**src/hdl/cct_defs.svh**
```systemverilog
// offsets, field positions, reset values and codes of the capture/compare timer
`ifndef CCT_DEFS_SVH
`define CCT_DEFS_SVH

`define CCT_OFF_RUN       8'h00
`define CCT_OFF_MODE      8'h04
`define CCT_OFF_FLOP      8'h08
`define CCT_OFF_CMPA      8'h0c
`define CCT_OFF_CMPB      8'h10
`define CCT_OFF_CAPA      8'h14
`define CCT_OFF_CAPB      8'h18
`define CCT_OFF_CNT       8'h1c
`define CCT_OFF_STAT      8'h20

`define CCT_RUN_EN        0
`define CCT_RUN_PRS       2
`define CCT_RUN_TRG       5
`define CCT_RUN_CSS       6
`define CCT_RUN_DBUF      7

`define CCT_MODE_CLK_LO   0
`define CCT_MODE_CLE      2
`define CCT_MODE_CPM_LO   3
`define CCT_MODE_SWCAP    6

`define CCT_FLOP_OP_LO    0
`define CCT_FLOP_TOGA     2
`define CCT_FLOP_TOGB     3
`define CCT_FLOP_TOGCAP   4
`define CCT_FLOP_STATE    6

`define CCT_STAT_OVF      0
`define CCT_STAT_STARTED  1
`define CCT_STAT_FLOP     2

`define CCT_RST_RUN       8'h00
`define CCT_RST_MODE      8'h00
`define CCT_RST_TOG       3'b000
`define CCT_RST_FLOP      1'b0

`define CCT_CPM_OFF       2'b00
`define CCT_CPM_RISE_FALL 2'b01
`define CCT_CPM_TRIG      2'b10

`define CCT_OP_TOGGLE     2'b00
`define CCT_OP_SET        2'b01
`define CCT_OP_CLEAR      2'b10
`define CCT_OP_KEEP       2'b11

`define CCT_RESP_OKAY     2'b00
`define CCT_RESP_SLVERR   2'b10

`define CCT_PRS_DIV_W     7
`define CCT_PRS_TAPS      4

`endif

```
**src/hdl/cct_pkg.sv**
```systemverilog
// types shared by the capture/compare timer
package cct_pkg;

    typedef enum logic [1:0] {
        CCT_WR_IDLE = 2'b01,
        CCT_WR_RESP = 2'b10
    } cct_wr_e;

    typedef enum logic [3:0] {
        CCT_R_RUN  = 4'h0,
        CCT_R_MODE = 4'h1,
        CCT_R_FLOP = 4'h2,
        CCT_R_CMPA = 4'h3,
        CCT_R_CMPB = 4'h4,
        CCT_R_CAPA = 4'h5,
        CCT_R_CAPB = 4'h6,
        CCT_R_CNT  = 4'h7,
        CCT_R_STAT = 4'h8,
        CCT_R_NONE = 4'hf
    } cct_reg_e;

    typedef logic [31:0] cct_word_t;

endpackage : cct_pkg

```
**src/hdl/cct_prescaler.sv**
```systemverilog
// prescaler giving one-cycle tick enables at clk/2, /8, /32 and /128
`timescale 1ns/1ps
`include "cct_defs.svh"

module cct_prescaler #(
    parameter int DIV_W = `CCT_PRS_DIV_W,
    parameter int NTAP  = `CCT_PRS_TAPS
) (
    // clock and reset
    input  wire logic            clk,
    input  wire logic            nrst,
    // control
    input  wire logic            enable,
    // tick enables, tap k divides by 2**(2k+1)
    output logic [NTAP-1:0]      tick
);
    import cct_pkg::*;

    logic [DIV_W-1:0] div_r;

    if (2 * NTAP - 1 > DIV_W) begin : g_chk
        $error("prescaler too narrow for the taps asked");
    end

    // stopping clears the divider so the first tick after start is a full period
    always_ff @(posedge clk or negedge nrst) begin
        if (!nrst) begin
            div_r <= '0;
        end else if (!enable) begin
            div_r <= '0;
        end else begin
            div_r <= div_r + 1'b1;
        end
    end

    for (genvar k = 0; k < NTAP; k++) begin : g_tap
        always_ff @(posedge clk or negedge nrst) begin
            if (!nrst) begin
                tick[k] <= 1'b0;
            end else begin
                tick[k] <= enable & (&div_r[2*k:0]);
            end
        end
    end

endmodule : cct_prescaler

```
**src/hdl/cct_timer.sv**
```systemverilog
// 16-bit capture/compare timer channel with an AXI4-Lite register slave
// Functional notes
// - interval mode: compare-B match raises the match-B interrupt every period
// - event mode: counter increments on each rising edge of the input pin
// - software capture command copies the counter into capture register A
// - pulse mode: flop toggles on compare-A match and on compare-B match, drives pin
// - square-wave polarity follows the flop value software preloads
// - double buffering: compare A writes buffered, loaded on each compare-B match; the load is skipped when a compare A write lands in the match cycle
// - measurement: rising edge captures into A, following falling edge into B
// - measurement and triggered one-shot: counter free-runs on a prescaler tick
// - counter overflow is flagged so a missing input edge is detectable
// - triggered one-shot: rising input edge latches the counter into capture A
// - triggered one-shot: rising input edge raises the capture-B interrupt
// - both toggle enables set make the flop toggle on both matches, one pulse
// - compare-B match during one-shot raises the match-B interrupt
// - flop may also toggle on a capture into capture register A
// - trigger select and count source select set: count on input rising edges
// - external start mode: counting begins only at a rising input edge
// - compare A never matches while it holds zero
// - compare B matches only with clear-on-match or its toggle enable set
// - match-A interrupt only with capture mode off; toggling still works
//
// Decided for this implementation: register access over AXI4-Lite and the placing of the registers.
`timescale 1ns/1ps
`include "cct_defs.svh"

module cct_timer #(
    parameter int CNT_W  = 16,
    parameter int ADDR_W = 8
) (
    // clock and reset
    input  wire logic              clk,
    input  wire logic              nrst,
    // axi4-lite write address
    input  wire logic [ADDR_W-1:0] s_axi_awaddr,
    input  wire logic              s_axi_awvalid,
    output logic                   s_axi_awready,
    // axi4-lite write data
    input  wire logic [31:0]       s_axi_wdata,
    input  wire logic [3:0]        s_axi_wstrb,
    input  wire logic              s_axi_wvalid,
    output logic                   s_axi_wready,
    // axi4-lite write response
    output logic [1:0]             s_axi_bresp,
    output logic                   s_axi_bvalid,
    input  wire logic              s_axi_bready,
    // axi4-lite read address
    input  wire logic [ADDR_W-1:0] s_axi_araddr,
    input  wire logic              s_axi_arvalid,
    output logic                   s_axi_arready,
    // axi4-lite read data
    output logic [31:0]            s_axi_rdata,
    output logic [1:0]             s_axi_rresp,
    output logic                   s_axi_rvalid,
    input  wire logic              s_axi_rready,
    // timer pins
    input  wire logic              timer_input_pin,
    output logic                   timer_output_pin,
    // event pulses toward the interrupt controller
    output logic                   match_a_irq,
    output logic                   match_b_irq,
    output logic                   capture_a_irq,
    output logic                   capture_b_irq
);
    import cct_pkg::*;

    if (CNT_W < 2 || CNT_W > 16) begin : g_chk_cnt
        $error("counter width must lie between 2 and 16");
    end
    if (ADDR_W < 6 || ADDR_W > 32) begin : g_chk_addr
        $error("address width must cover the register map");
    end

    localparam logic [CNT_W-1:0] CNT_MAX = '1;

    function automatic cct_reg_e cct_decode(input logic [ADDR_W-1:0] addr);
        logic [31:0] wide;
        wide = 32'(addr);
        if (wide[31:8] != '0) begin
            return CCT_R_NONE;
        end
        case (wide[7:0])
            `CCT_OFF_RUN:  return CCT_R_RUN;
            `CCT_OFF_MODE: return CCT_R_MODE;
            `CCT_OFF_FLOP: return CCT_R_FLOP;
            `CCT_OFF_CMPA: return CCT_R_CMPA;
            `CCT_OFF_CMPB: return CCT_R_CMPB;
            `CCT_OFF_CAPA: return CCT_R_CAPA;
            `CCT_OFF_CAPB: return CCT_R_CAPB;
            `CCT_OFF_CNT:  return CCT_R_CNT;
            `CCT_OFF_STAT: return CCT_R_STAT;
            default:       return CCT_R_NONE;
        endcase
    endfunction : cct_decode

    function automatic cct_word_t cct_merge(input cct_word_t old_v, input cct_word_t new_v,
                                            input logic [3:0] strb);
        cct_word_t res;
        res = old_v;
        for (int b = 0; b < 4; b++) begin
            if (strb[b]) begin
                res[8*b +: 8] = new_v[8*b +: 8];
            end
        end
        return res;
    endfunction : cct_merge

    // register bus state
    cct_wr_e           wr_state_r;
    logic              aw_got_r;
    logic              w_got_r;
    logic [ADDR_W-1:0] waddr_r;
    cct_word_t         wdata_r;
    logic [3:0]        wstrb_r;
    logic              wr_fire;
    cct_reg_e          wr_sel;
    cct_word_t         wr_word;

    // control and status registers
    logic [7:0]        run_r;
    logic [7:0]        mode_r;
    logic [2:0]        tog_en_r;
    logic [CNT_W-1:0]  cmpa_r;
    logic [CNT_W-1:0]  cmpa_buf_r;
    logic [CNT_W-1:0]  cmpb_r;
    logic [CNT_W-1:0]  capa_r;
    logic [CNT_W-1:0]  capb_r;
    logic [CNT_W-1:0]  up_counter_r;
    logic              cnt_upd_r;
    logic              started_r;
    logic              ovf_r;
    logic              flop_r;
    logic              pin_prev_r;

    // derived controls and events
    logic [`CCT_PRS_TAPS-1:0] pre_tick;
    logic              run_en;
    logic [1:0]        capture_mode_select;
    logic              pin_rise;
    logic              pin_fall;
    logic              cnt_tick;
    logic              cnt_step;
    logic              clear_hit;
    logic              match_a_ev;
    logic              match_b_ev;
    logic              soft_cap;
    logic              cap_a_ev;
    logic              cap_b_ev;
    logic              trig_b_ev;
    logic              flop_toggle;

    cct_prescaler #(
        .DIV_W (`CCT_PRS_DIV_W),
        .NTAP  (`CCT_PRS_TAPS)
    ) u_prescaler (
        .clk    (clk),
        .nrst   (nrst),
        .enable (run_r[`CCT_RUN_EN] & run_r[`CCT_RUN_PRS]),
        .tick   (pre_tick)
    );

    assign run_en   = run_r[`CCT_RUN_EN];
    assign capture_mode_select      = mode_r[`CCT_MODE_CPM_LO +: 2];
    assign pin_rise = timer_input_pin & ~pin_prev_r;
    assign pin_fall = ~timer_input_pin & pin_prev_r;

    // count source: input pin edges or one selected prescaler tick
    assign cnt_tick = run_r[`CCT_RUN_CSS] ? pin_rise
                                          : pre_tick[mode_r[`CCT_MODE_CLK_LO +: 2]];
    // external start holds the counter until the first rising edge
    assign cnt_step = run_en & cnt_tick
                    & (~run_r[`CCT_RUN_TRG] | started_r | pin_rise);
    assign clear_hit = mode_r[`CCT_MODE_CLE] & (up_counter_r == cmpb_r);

    // comparators look only at a freshly updated count, so a stopped counter fires once
    assign match_a_ev = cnt_upd_r & (up_counter_r == cmpa_r) & (cmpa_r != '0);
    assign match_b_ev = cnt_upd_r & (up_counter_r == cmpb_r)
                      & (mode_r[`CCT_MODE_CLE] | tog_en_r[1]);

    assign wr_sel   = cct_decode(waddr_r);
    assign wr_fire  = (wr_state_r == CCT_WR_IDLE) & aw_got_r & w_got_r;
    assign soft_cap = wr_fire & (wr_sel == CCT_R_MODE) & wstrb_r[0]
                    & wdata_r[`CCT_MODE_SWCAP];
    always_comb begin
        wr_word = '0;
        case (wr_sel)
            CCT_R_RUN:  wr_word = cct_merge({24'h0, run_r}, wdata_r, wstrb_r);
            CCT_R_MODE: wr_word = cct_merge({24'h0, mode_r}, wdata_r, wstrb_r);
            CCT_R_CMPA: wr_word = cct_merge({{(32-CNT_W){1'b0}}, cmpa_buf_r}, wdata_r, wstrb_r);
            CCT_R_CMPB: wr_word = cct_merge({{(32-CNT_W){1'b0}}, cmpb_r}, wdata_r, wstrb_r);
            default:    wr_word = wdata_r;
        endcase
    end

    assign cap_a_ev  = soft_cap
                     | ((capture_mode_select != `CCT_CPM_OFF) & pin_rise);
    assign cap_b_ev  = (capture_mode_select == `CCT_CPM_RISE_FALL) & pin_fall;
    assign trig_b_ev = (capture_mode_select == `CCT_CPM_TRIG) & pin_rise;

    // simultaneous triggers cancel in pairs, as two toggles would
    assign flop_toggle = (match_a_ev & tog_en_r[0])
                       ^ (match_b_ev & tog_en_r[1])
                       ^ (cap_a_ev & tog_en_r[2]);

    // axi write channel: address and data taken in either order
    always_ff @(posedge clk or negedge nrst) begin
        if (!nrst) begin
            wr_state_r    <= CCT_WR_IDLE;
            aw_got_r      <= 1'b0;
            w_got_r       <= 1'b0;
            waddr_r       <= '0;
            wdata_r       <= '0;
            wstrb_r       <= '0;
            s_axi_awready <= 1'b1;
            s_axi_wready  <= 1'b1;
            s_axi_bvalid  <= 1'b0;
            s_axi_bresp   <= `CCT_RESP_OKAY;
        end else begin
            case (wr_state_r)
                CCT_WR_IDLE: begin
                    if (s_axi_awvalid && s_axi_awready) begin
                        waddr_r       <= s_axi_awaddr;
                        aw_got_r      <= 1'b1;
                        s_axi_awready <= 1'b0;
                    end
                    if (s_axi_wvalid && s_axi_wready) begin
                        wdata_r      <= s_axi_wdata;
                        wstrb_r      <= s_axi_wstrb;
                        w_got_r      <= 1'b1;
                        s_axi_wready <= 1'b0;
                    end
                    if (wr_fire) begin
                        wr_state_r   <= CCT_WR_RESP;
                        s_axi_bvalid <= 1'b1;
                        s_axi_bresp  <= (wr_sel == CCT_R_NONE) ? `CCT_RESP_SLVERR
                                                               : `CCT_RESP_OKAY;
                    end
                end
                CCT_WR_RESP: begin
                    if (s_axi_bready) begin
                        wr_state_r    <= CCT_WR_IDLE;
                        s_axi_bvalid  <= 1'b0;
                        aw_got_r      <= 1'b0;
                        w_got_r       <= 1'b0;
                        s_axi_awready <= 1'b1;
                        s_axi_wready  <= 1'b1;
                    end
                end
                default: begin
                    wr_state_r <= CCT_WR_IDLE;
                end
            endcase
        end
    end

    // axi read channel: data one cycle after the address is taken
    always_ff @(posedge clk or negedge nrst) begin
        if (!nrst) begin
            s_axi_arready <= 1'b1;
            s_axi_rvalid  <= 1'b0;
            s_axi_rdata   <= '0;
            s_axi_rresp   <= `CCT_RESP_OKAY;
        end else if (s_axi_arvalid && s_axi_arready) begin
            s_axi_arready <= 1'b0;
            s_axi_rvalid  <= 1'b1;
            s_axi_rresp   <= `CCT_RESP_OKAY;
            case (cct_decode(s_axi_araddr))
                CCT_R_RUN:  s_axi_rdata <= {24'h0, run_r};
                CCT_R_MODE: s_axi_rdata <= {24'h0, 1'b0, mode_r[6:0] & 7'h3f};
                CCT_R_FLOP: s_axi_rdata <= {25'h0, flop_r, 1'b0, tog_en_r, `CCT_OP_KEEP};
                CCT_R_CMPA: s_axi_rdata <= {{(32-CNT_W){1'b0}}, cmpa_r};
                CCT_R_CMPB: s_axi_rdata <= {{(32-CNT_W){1'b0}}, cmpb_r};
                CCT_R_CAPA: s_axi_rdata <= {{(32-CNT_W){1'b0}}, capa_r};
                CCT_R_CAPB: s_axi_rdata <= {{(32-CNT_W){1'b0}}, capb_r};
                CCT_R_CNT:  s_axi_rdata <= {{(32-CNT_W){1'b0}}, up_counter_r};
                CCT_R_STAT: s_axi_rdata <= {29'h0, flop_r, started_r, ovf_r};
                default: begin
                    s_axi_rdata <= '0;
                    s_axi_rresp <= `CCT_RESP_SLVERR;
                end
            endcase
        end else if (s_axi_rvalid && s_axi_rready) begin
            s_axi_rvalid  <= 1'b0;
            s_axi_arready <= 1'b1;
        end
    end

    // run, mode and toggle-enable registers
    always_ff @(posedge clk or negedge nrst) begin
        if (!nrst) begin
            run_r    <= `CCT_RST_RUN;
            mode_r   <= `CCT_RST_MODE;
            tog_en_r <= `CCT_RST_TOG;
        end else if (wr_fire) begin
            if (wr_sel == CCT_R_RUN) begin
                run_r <= wr_word[7:0];
            end
            if (wr_sel == CCT_R_MODE) begin
                // the capture command bit is a strobe and is never stored
                mode_r <= {2'b00, wr_word[5:0]};
            end
            if (wr_sel == CCT_R_FLOP && wstrb_r[0]) begin
                tog_en_r <= wdata_r[`CCT_FLOP_TOGA +: 3];
            end
        end
    end

    // compare registers with optional buffer in front of compare A
    always_ff @(posedge clk or negedge nrst) begin
        if (!nrst) begin
            cmpa_r     <= '0;
            cmpa_buf_r <= '0;
            cmpb_r     <= '0;
        end else begin
            if (wr_fire && wr_sel == CCT_R_CMPA) begin
                cmpa_buf_r <= wr_word[CNT_W-1:0];
                if (!run_r[`CCT_RUN_DBUF]) begin
                    cmpa_r <= wr_word[CNT_W-1:0];
                end
            end else if (run_r[`CCT_RUN_DBUF] && match_b_ev) begin
                cmpa_r <= cmpa_buf_r;
            end
            if (wr_fire && wr_sel == CCT_R_CMPB) begin
                cmpb_r <= wr_word[CNT_W-1:0];
            end
        end
    end

    // up-counter; stopping the timer clears it
    always_ff @(posedge clk or negedge nrst) begin
        if (!nrst) begin
            up_counter_r <= '0;
            cnt_upd_r    <= 1'b0;
        end else begin
            cnt_upd_r <= cnt_step;
            if (!run_en) begin
                up_counter_r <= '0;
            end else if (cnt_step) begin
                if (clear_hit) begin
                    up_counter_r <= '0;
                end else begin
                    up_counter_r <= up_counter_r + 1'b1;
                end
            end
        end
    end

    // external start latch and input edge history
    always_ff @(posedge clk or negedge nrst) begin
        if (!nrst) begin
            started_r  <= 1'b0;
            pin_prev_r <= 1'b0;
        end else begin
            pin_prev_r <= timer_input_pin;
            if (!run_en || !run_r[`CCT_RUN_TRG]) begin
                started_r <= 1'b0;
            end else if (pin_rise) begin
                started_r <= 1'b1;
            end
        end
    end

    // sticky overflow, write one to clear; a new overflow beats the clear
    always_ff @(posedge clk or negedge nrst) begin
        if (!nrst) begin
            ovf_r <= 1'b0;
        end else if (cnt_step && !clear_hit && up_counter_r == CNT_MAX) begin
            ovf_r <= 1'b1;
        end else if (wr_fire && wr_sel == CCT_R_STAT && wstrb_r[0]
                     && wdata_r[`CCT_STAT_OVF]) begin
            ovf_r <= 1'b0;
        end
    end

    // capture registers
    always_ff @(posedge clk or negedge nrst) begin
        if (!nrst) begin
            capa_r <= '0;
            capb_r <= '0;
        end else begin
            if (cap_a_ev) begin
                capa_r <= up_counter_r;
            end
            if (cap_b_ev) begin
                capb_r <= up_counter_r;
            end
        end
    end

    // output flop; a software set or clear overrides hardware toggles that cycle
    always_ff @(posedge clk or negedge nrst) begin
        if (!nrst) begin
            flop_r           <= `CCT_RST_FLOP;
            timer_output_pin <= `CCT_RST_FLOP;
        end else begin
            if (wr_fire && wr_sel == CCT_R_FLOP && wstrb_r[0]
                && wdata_r[`CCT_FLOP_OP_LO +: 2] != `CCT_OP_KEEP) begin
                case (wdata_r[`CCT_FLOP_OP_LO +: 2])
                    `CCT_OP_SET:    flop_r <= 1'b1;
                    `CCT_OP_CLEAR:  flop_r <= 1'b0;
                    `CCT_OP_TOGGLE: flop_r <= ~flop_r;
                    default:        flop_r <= flop_r;
                endcase
            end else if (flop_toggle) begin
                flop_r <= ~flop_r;
            end
            // the pin trails the flop by one cycle so it comes straight from a flop
            timer_output_pin <= flop_r;
        end
    end

    // event pulses for the interrupt controller
    always_ff @(posedge clk or negedge nrst) begin
        if (!nrst) begin
            match_a_irq   <= 1'b0;
            match_b_irq   <= 1'b0;
            capture_a_irq <= 1'b0;
            capture_b_irq <= 1'b0;
        end else begin
            match_a_irq   <= match_a_ev & (capture_mode_select == `CCT_CPM_OFF);
            match_b_irq   <= match_b_ev;
            capture_a_irq <= cap_a_ev;
            capture_b_irq <= cap_b_ev | trig_b_ev;
        end
    end

endmodule : cct_timer

```
**config.mk**
```make
export PLATFORM = sky130hd
export DESIGN_NAME = cct_timer
export DESIGN_NICKNAME = d
export VERILOG_FILES = /design/src/hdl/cct_pkg.sv /design/src/hdl/cct_prescaler.sv /design/src/hdl/cct_timer.sv
export VERILOG_INCLUDE_DIRS = /design/src /design/src/hdl
export SDC_FILE = /design/constraint.sdc
export NUM_CORES = 1
export LEC_CHECK = 0
export BUFFER_PORTS_ARGS = -buffer_cell sky130_fd_sc_hd__buf_2
export CAP_MARGIN = 20
export CORE_UTILIZATION = 50
export DETAILED_ROUTE_END_ITERATION = 16
export PLACE_DENSITY = 0.7
export SYNTH_ARGS = -nofsm -noshare
export SYNTH_HDL_FRONTEND = slang
export SYNTH_SLANG_ARGS = --single-unit
export TNS_END_PERCENT = 100
```
**constraint.sdc**
```tcl
create_clock -name clk -period 4.3 [get_ports clk]
set_input_delay 0.215 -clock clk [delete_from_list [all_inputs] [get_ports clk]]
set_output_delay 0.215 -clock clk [all_outputs]
set_load 0.005 [all_outputs]
```
* Word level (Yosys, flattened, before mapping)
Cells that the tools add are included.
Word-level totals: register bits after elaboration 223, latch bits 0, RAM bits 0, memory bits (read-only) 0, bits of input ports 60, output and inout port bits 46, memories kept 0
Cells by class: add/subtract/negate cells 2, multipliers 0, divide/modulo/power cells 0, $lt $le $gt $ge 1, eq/ne operators 47, shift operators 0, muxes and demuxes 50, bitwise logic cells 37, reduce and logical (&&, ||, !) cells 50
Operators with widths (count):
- $pmux W16 S9 | 1
- $mux W16 | 6
- $pmux W4 S9 | 2
- $eq A8 B5 Y1 const B | 8
- $pmux W16 S4 | 1
- $mux W8 | 7
- $eq A16 B16 Y1 | 2
- $eq A8 B4 Y1 const B | 4
- $and A1 B1 Y1 | 26
- $eq A4 B3 Y1 const B | 5
- $mux W1 | 19
- $reduce_and A2 Y1 | 9
- $add A16 B1 Y16 const B | 1
- $eq A16 B16 Y1 const B | 1
- $eq A4 B2 Y1 const B | 4
- $eq A8 B3 Y1 const B | 2
- $eq A8 B6 Y1 const B | 2
- $logic_and A1 B1 Y1 | 16
- $logic_not A8 Y1 | 2
- $reduce_bool A16 Y1 | 1
- $reduce_bool A2 Y1 | 7
- $eq A4 B4 Y1 const B | 3
- $reduce_and A3 Y1 | 4
- $pmux W1 S2 | 5
- other kinds (24) | 49

* Longest topological paths before layout
Gate-level depths: netlist of the first run.
depth after elaboration 11, gate-level depth with buffers 9, depth with buffers taken out 7

* By module
From an unflattened synthesis of the first run, not the netlist that was laid out.
Unflattened totals: cell total of the unflattened synthesis 910, area total of the unflattened synthesis 9449.1 µm²
Modules (own cells, without submodules):
- cct_timer | times used 1, cells an instance 874, area an instance 9003.6 µm², sequential area each 4409.2 µm²
- cct_prescaler | times used 1, cells an instance 36, area an instance 445.4 µm², sequential area each 275.3 µm²

* Worst setup path after synthesis of the first run
No wires, ideal clock.
path kind reg2reg, from register up_counter_r[4], to register cmpa_r[10], library setup time 0.125 ns, arrival 2.392 ns, required time 4.175 ns, setup slack 1.783 ns, stages on the path, launching flop included 9, period minus slack after synthesis 2.517 ns, path through dfrtp_1 > clkbuf_1 > xnor2_1 > nand4_1 > nor4_2 > nand4_1 > mux2i_2 > buf_2 > mux2_2
On the way: word-level cells in the longest chain between the ends 6
Ends and longest elaborated chain:
- start, declared | RTL line cct_timer.sv:128 | logic [CNT_W-1:0] up_counter_r;
- start signal, assigned | RTL line cct_timer.sv:342 | up_counter_r <= up_counter_r + 1'b1;
- $eq A16 B16 Y1 | RTL line cct_timer.sv:177 | assign match_b_ev = cnt_upd_r & (up_counter_r == cmpb_r)
- $and A1 B1 Y1 (2 in series) | RTL line cct_timer.sv:177
- $logic_and A1 B1 Y1 | RTL line cct_timer.sv:320 | end else if (run_r[`CCT_RUN_DBUF] && match_b_ev) begin
- $reduce_bool A2 Y1 (no source line)
- $reduce_and A2 Y1 (no source line)
- end signal, assigned | RTL line cct_timer.sv:318 | cmpa_r <= wr_word[CNT_W-1:0];
- end signal, assigned | RTL line cct_timer.sv:321 | cmpa_r <= cmpa_buf_r;
- end, declared | RTL line cct_timer.sv:123 | logic [CNT_W-1:0] cmpa_r;
Every way passes these cells. A chain may end at the register's enable or synchronous reset.

* Worst setup path in the final report of the first run
from register waddr_r[1], to register mode_r[0]
On the way: word-level cells in the longest chain between the ends 4, elaborated cells between the ends (all ways) 16, classes of those cells 11 x eq/ne; 2 x mux; 3 x reduce/logical
Ends and longest elaborated chain:
- start, declared | RTL line cct_timer.sv:112 | logic [ADDR_W-1:0] waddr_r;
- start signal, assigned | RTL line cct_timer.sv:222 | waddr_r <= s_axi_awaddr;
- $eq A8 B6 Y1 (tied with other cells) | RTL line cct_timer.sv:82 | case (wide[7:0])
- $pmux W4 S9 (*) | RTL line cct_timer.sv:82
- $eq A4 B3 Y1 (tied with other cells) | RTL line cct_timer.sv:186 | case (wr_sel)
- $pmux W16 S4 / $reduce_and A2 Y1 (equally long branches)
- end signal, assigned | RTL line cct_timer.sv:292 | mode_r <= `CCT_RST_MODE;
- end signal, assigned | RTL line cct_timer.sv:300 | mode_r <= {2'b00, wr_word[5:0]};
- end, declared | RTL line cct_timer.sv:121 | logic [7:0] mode_r;
Mark *: on every way between the ends. The rest lies on a longest branch, timed or not.

==> results of run 1 <==
worst max path at each step:
stage / slack (ns) / startpoint / end
final: 1.19 / waddr_r[1] / mode_r[0]
after global routing: 0.96 / waddr_r[1] / mode_r[3]
after CTS: 1.22 / waddr_r[1] / cmpb_r[12]
after detailed placement: 1.26 / waddr_r[1] / cmpb_r[12]
after global placement: 1.29 / waddr_r[1] / cmpb_r[12]
after floorplan: 1.78 / up_counter_r[4] / cmpa_r[10]
kinds of logic (layout without fill, tap and decap cells):
logic type | after synthesis | count (layout) | synth area share
AO/OA/AOI/OAI | 210 | 210 | 0.149
XOR/XNOR | 35 | 35 | 0.0323
buffers and inverters | 97 | 153 | 0.0463
flip-flops | 187 | 187 | 0.494
AND/OR/NAND/NOR | 298 | 298 | 0.151
adder cells (fa/ha/maj) | 7 | 7 | 0.00923
other | 1 | 18 | 0.000395
multiplexers | 96 | 96 | 0.118
sequential cells by signal (all words and copies together) (netlist names), 3 cells and up:
name and count:
u_prescaler.tick 4, u_prescaler.div_r 7, capa_r 16, tog_en_r 3, cmpb_r 16, s_axi_rdata 16, capb_r 16, cmpa_r 16
up_counter_r 16, waddr_r 8, mode_r 6, cmpa_buf_r 16, run_r 8, wdata_r 16
layer usage:
metal	vias up	track usage	share of wire
li1	3435	-	-
met1	3711	0.355	0.45
met2	266	0.398	0.47
met3	52	0.0485	0.052
met4	0	0.0931	0.028
met5	-	0	0
worst register-to-register path, stage by stage, from the launching register on:
cell and delay [ns]:
dfrtp_1 0.38, or4_1 0.71, nor2_2 0.68, nand3_1 0.41
a22oi_1 0.28, o21ai_0 0.21, mux2_2 0.33
metrics by stage:
step,util,hold WS [ns],std cells
final,0.578,0.00249,1238
after global routing,0.578,0.00181,1238
after CTS,0.574,0.000453,1232
after detailed placement,0.533,0.383,1185
after global placement,0.533,0.377,1185
after floorplan,-,-0.0806,948
power by group:
group          switching [mW]  internal (mW)
combinational           0.195          0.125
clock                   0.725          0.929
sequential             0.0562           1.80
layout make-up:
class / instances / share of cell area
Timing Repair Buffer: 101 / 0.0602
Inverter: 20 / 0.00697
Clock inverter: 14 / 0.0171
Sequential cell: 187 / 0.435
Tap cell: 234 / 0.0272
Multi-Input combinational cell: 664 / 0.414
Clock buffer: 18 / 0.0399
what timing repair did:
action	CTS	global route
hold endpoints to repair	102	5
buffers inserted	0	0
hold buffers	15	5
cells in the final DEF, fill, tap and decap left out, drive strengths merged, types with 20 or more instances in the layout:
| master | n |
|---|---|
| dlygate4sd3 | 20 |
| inv | 25 |
| nand2 | 124 |
| a21oi | 24 |
| nand3 | 23 |
| buf | 80 |
| o21ai | 64 |
| mux2 | 85 |
| nor2 | 56 |
| a31oi | 24 |
| a22oi | 20 |
| dfrtp | 183 |
==> summary.md, run 1 <==
| Metric | Value |
|---|---|
| ANT nets after route | 0 |
| Total number of vias | 7,464 |
| Final layout net count | 1,058 |
| Status | finished with violations |
| CP bufs+invs | 0 |
| Most frequent cell after synthesis | dfrtp_1 |
| Power Dens Cells | 356 nW/um2 |
| FF-to-FF Start | waddr_r[1] |
| Failing checks | design-rule violations |
| Register area | 4680 um2 |
| Post-synthesis cell area | 9490 um2 |
| Yosys reg bits | 187 |
| Gr ovfl total | 0 |
| Hold path depth | 2 |
| Worst path max stage delay | 0.71 ns |
| Yosys warning count | 0 |
| Post-synth cell types | 75 |
| Area growth, synth to finish | 13.5% |
| Die area | 19,500 um2 |
| Global-route wire length before repair | 38,600 um |
| Min-Delay Path Class | in2reg |
| Synth Flop Type | dfrtp_1 |
| Crit path max-delay family | simple AND/OR/NAND/NOR gates |
| Area of the multi-input gates | 4450 um2 |
| Core area | 18,600 um2 |
| Setup WS post-layout | 1.19 ns |
| Total power | 3.83 mW |
| CP arrival | 3.44 ns |
| Crit path depth | 6 |
| Slowest stage cell, crit path | or4_1 |
| Clock root buffer | clkbuf_16 |
| Clock transition at the registers of the reported paths | 0.07 ns |
| Die width | 140 um |
| WS Path Type | reg2reg |
| Initial core utilization | 0.509 |
| CTS buffer count | 17 |
| Port buffer count | 69 |
| # diodes | 0 |
| Die Y | 140 um |
| Largest net degree at the start of global routing | 119 |
| Worst R2R End | mode_r[0] |
| DR pass1 iterations | 11 |
| Worst R2R Path Depth | 6 |
| Synth area leader | dfrtp_1 |
| Rows | 50 |
| Setup_tns | 0 ns |
| H-Tree Depth | 4 |
| Post-synth ARST share | 1.00 |
| Skew-Pair Late Insertion Delay | 0.44 ns |
| Initial antenna violation count | 0 |
| First DRT Iteration DRCs | 633 |
| Sequential element share of the synthesized area | 0.494 |
| Hold Startpoint | s_axi_wdata[10] |
| Worst slew pin tran | 1.01 ns |
| Hpwl dp | 16,500 um |
| Setup violators final | 0 |
| Crit. End Element | flop |
| R2R Setup Slk | 1.19 ns |
| Vias in the first global route | 6,992 |
| Via density | 6.03 |
| Critical Path Start Type | flop |
| Post-route cell area | 10,800 um2 |
| Synth Area per Inst | 10.2 um2 |
| CP max FO | 19 |
| Clock Skews | 0.0111 ns |
| Slew Limit Fails | 0 |
| CTS tree | done |
| Post-cts sizing count | 0 |
| Crit path required time | 4.62 ns |
| Pre-CTS setup slack | 1.26 ns |
| Placer Congestion | 0.882 |
| Crit path time final | 3.11 ns |
| Filler Cells Inserted | 1,595 |
| Final wirelength | 23,800 um |
| Pleak | 5.07 nW |
| Max-Cap Viols | 0 |
| Worst-case clock buffer depth | 2 |
| Layout cells sized above 1 | 0.220 |
| Wire per inst | 19.3 um |
| RSZ-0062 raised after global routing | no |
| Clock sink count | 187 |
| Post-synthesis cell count | 931 |
| Yosys top cell area share | 0.483 |
| Peak VDD IR | 0.289 mV |
| I/O pin total | 106 |
| Fin crit share | 0.724 |
| Hold Violations, Final | 0 |
| Number of enable flip-flop cells after synthesis | 0 |
| Cell Chain, Critical Path | or4_1 -> nor2_2 -> nand3_1 -> a22oi_1 -> o21ai_0 -> mux2_2 |
| Maximum clock rate | 321 MHz |
| DRC Markers | 1 |
| Gr usage total | 0.255 |
| Area after DPL | 9940 um2 |
| WHS Endpoint | wdata_r[10] |
| Area contributors post-synth | dfrtp_1 48%, mux2_2 10%, nand2_1 4.9%, o21ai_0 3.3%, nor2_1 2.2% |
| Max-slew headroom | 0.325 |
| Commonest cells post-synth | 183 x dfrtp_1, 124 x nand2_1, 85 x mux2_2 |
Note: power is estimated with default switching activity, not from simulation.
==> run 2, diff against run 1 <==
- clock period: 4.3 -> 3.25 ns (I/O delays scaled with it)
==> run 2 against run 1 <==
Net effect:
- the flow still finishes with violations (design-rule violations)
- non-clock buffer count grew 38
- first-iteration DRC count rose by 7.4%
- fmax is 7.0% higher
- cell area is 2.8% higher
- critical endpoint is now mode_r[3]
- largest power group unchanged
==> summary.md, run 2 (same netlist as run 1, synthesis figures left out) <==
| Metric | Value |
|---|---|
| Failing checks | design-rule violations |
| Crit path max-delay family | simple AND/OR/NAND/NOR gates |
| CTS buffer count | 17 |
| Die area | 19,500 um2 |
| Clock Skews | 0.00962 ns |
| CP arrival | 3.21 ns |
| Total number of vias | 7,647 |
| Slew Limit Fails | 0 |
| Worst slew pin tran | 0.959 ns |
| Hold Violations, Final | 0 |
| Port buffer count | 69 |
| Wire per inst | 19.5 um |
| Critical Path Start Type | flop |
| Gr usage total | 0.266 |
| Placer Congestion | 0.919 |
| Worst path max stage delay | 0.72 ns |
| Fin crit share | 0.896 |
| Global-route wire length before repair | 39,700 um |
| Vias in the first global route | 7,235 |
| Clock root buffer | clkbuf_16 |
| Most common cell after layout, fill and taps aside | dfrtp_1 |
| RSZ-0062 raised after global routing | no |
| Hold Slack | 0.0295 ns |
| Max-Cap Viols | 0 |
| Logic pwr share | 0.092 |
| First DRT Iteration DRCs | 680 |
| Clock group share of total power | 0.424 |
| Pleak | 5.26 nW |
| Flop pwr share | 0.484 |
| ANT nets after route | 0 |
| Area growth, synth to finish | 16.6% |
| H-Tree Depth | 4 |
| Core area | 18,600 um2 |
| Clock transition at the registers of the reported paths | 0.07 ns |
| Die Y | 140 um |
| Initial antenna violation count | 0 |
| Final wirelength | 24,800 um |
| Maximum clock rate | 344 MHz |
| Power Dens Cells | 458 nW/um2 |
| Initial core utilization | 0.509 |
| Worst R2R Path Depth | 6 |
| Slowest stage cell, crit path | or4_1 |
| Sw Share | 0.247 |
| CP bufs+invs | 0 |
| Crit path depth | 6 |
| P_int | 3.82 mW |
| Rows | 50 |
| Status | finished with violations |
| Via density | 6.00 |
| Filler Cells Inserted | 1,569 |
| CTS tree | done |
| Skew-Pair Late Insertion Delay | 0.44 ns |
| Setup_tns | 0 ns |
| Die width | 140 um |
| Hold path depth | 4 |
| Layout cells sized above 1 | 0.234 |
| Peak VDD IR | 0.387 mV |
| Setup violators final | 0 |
| DR pass1 iterations | 13 |
| I/O pin total | 106 |
| Crit path time final | 2.91 ns |
| Crit path required time | 3.55 ns |
| Post-CTS Setup Inserts | 0 |
| Final layout net count | 1,096 |
| Min-Delay Path Class | in2reg |
| Largest net degree at the start of global routing | 78 |
| Psw | 1.25 mW |
| Setup WS post-layout | 0.339 ns |
| Gr ovfl total | 0 |
| Worst-case clock buffer depth | 2 |
| Pre-CTS setup slack | 0.440 ns |
| Hpwl dp | 17,500 um |
| Area after DPL | 10,100 um2 |
| Cell Chain, Critical Path | or4_1 -> nor2_2 -> nand3_1 -> nand2_1 -> a21boi_0 -> a21oi_1 |
| Post-route cell area | 11,100 um2 |
| CP max FO | 12 |
| Max-slew headroom | 0.361 |
| Most frequent cells in the layout | 183 x dfrtp_1, 124 x nand2_1, 85 x mux2_2 |
| DRC Markers | 2 |
| Clock sink count | 187 |
| Crit. End Element | flop |
| WS Path Type | reg2reg |
## run 2: cell types whose count changed in the layout (fill, tap and decap cells not counted), moves of 2 or more
cell           before  now
buf_4              11   37
inv_6               5    2
clkbuf_8            1    3
clkinv_2            0    2
dlygate4sd3_1      20   32
## run 2: metrics by stage
step / utilization / power, mW / cells
after floorplan: - / 2.74 / 948
after CTS: 0.594 / 5.09 / 1274
after global routing: 0.594 / 5.24 / 1274
after detailed placement: 0.544 / 2.93 / 1212
final: 0.594 / 5.07 / 1275
after global placement: 0.544 / 2.92 / 1212
## run 2: repair_timing
| action | CTS | global route |
|---|---|---|
| gates resized for setup | 0 | 0 |
| endpoints found under the hold margin | 98 | 0 |
| hold buffers | 32 | 0 |
## run 2: cell type report
class | instances | area (um2) | area share
inverter | 20 | 75.1 | 0.00678
clock inverter | 10 | 140 | 0.0127
multi-input combinational | 664 | 4440 | 0.402
clock buffer | 20 | 457 | 0.0413
timing repair buffer | 139 | 972 | 0.0878
sequential | 187 | 4680 | 0.423
tap | 234 | 293 | 0.0265
antenna | 1 | 2.50 | 0.000226
## run 2: worst paths after layout
path	to	startpoint	slack [ns]
setup / recovery	mode_r[3]	waddr_r[1]	0.34
hold / removal	s_axi_wready	s_axi_wvalid	0.03
setup reg to reg	mode_r[3]	waddr_r[1]	0.34
hold reg to reg	capa_r[0]	capa_r[0]	0.47
max in group asynchronous	cmpb_r[2]	nrst	2.00
min in group asynchronous	s_axi_rvalid	nrst	0.30
## run 2: power groups by stage
stage	logic (mW)	registers, mW	clock network, mW
2_1_floorplan	0.272	2.47	0
3_3_place_gp	0.420	2.50	0
3_5_place_dp	0.429	2.50	0
4_1_cts	0.461	2.45	2.18
5_1_grt	0.513	2.46	2.27
6_report	0.464	2.45	2.15
## run 2: metal layers
layer | wire [um] | track usage
met3 | 1540 | 0.0468
met2 | 11600 | 0.414
met1 | 10900 | 0.365
met4 | 702 | 0.115
met5 | 0 | 0
## run 2: tightest hold or removal path, delay by kind of cell
kind / cells / cell delay, ns
buf+inv: 2 / 0.14
compound gates: 2 / 0.12
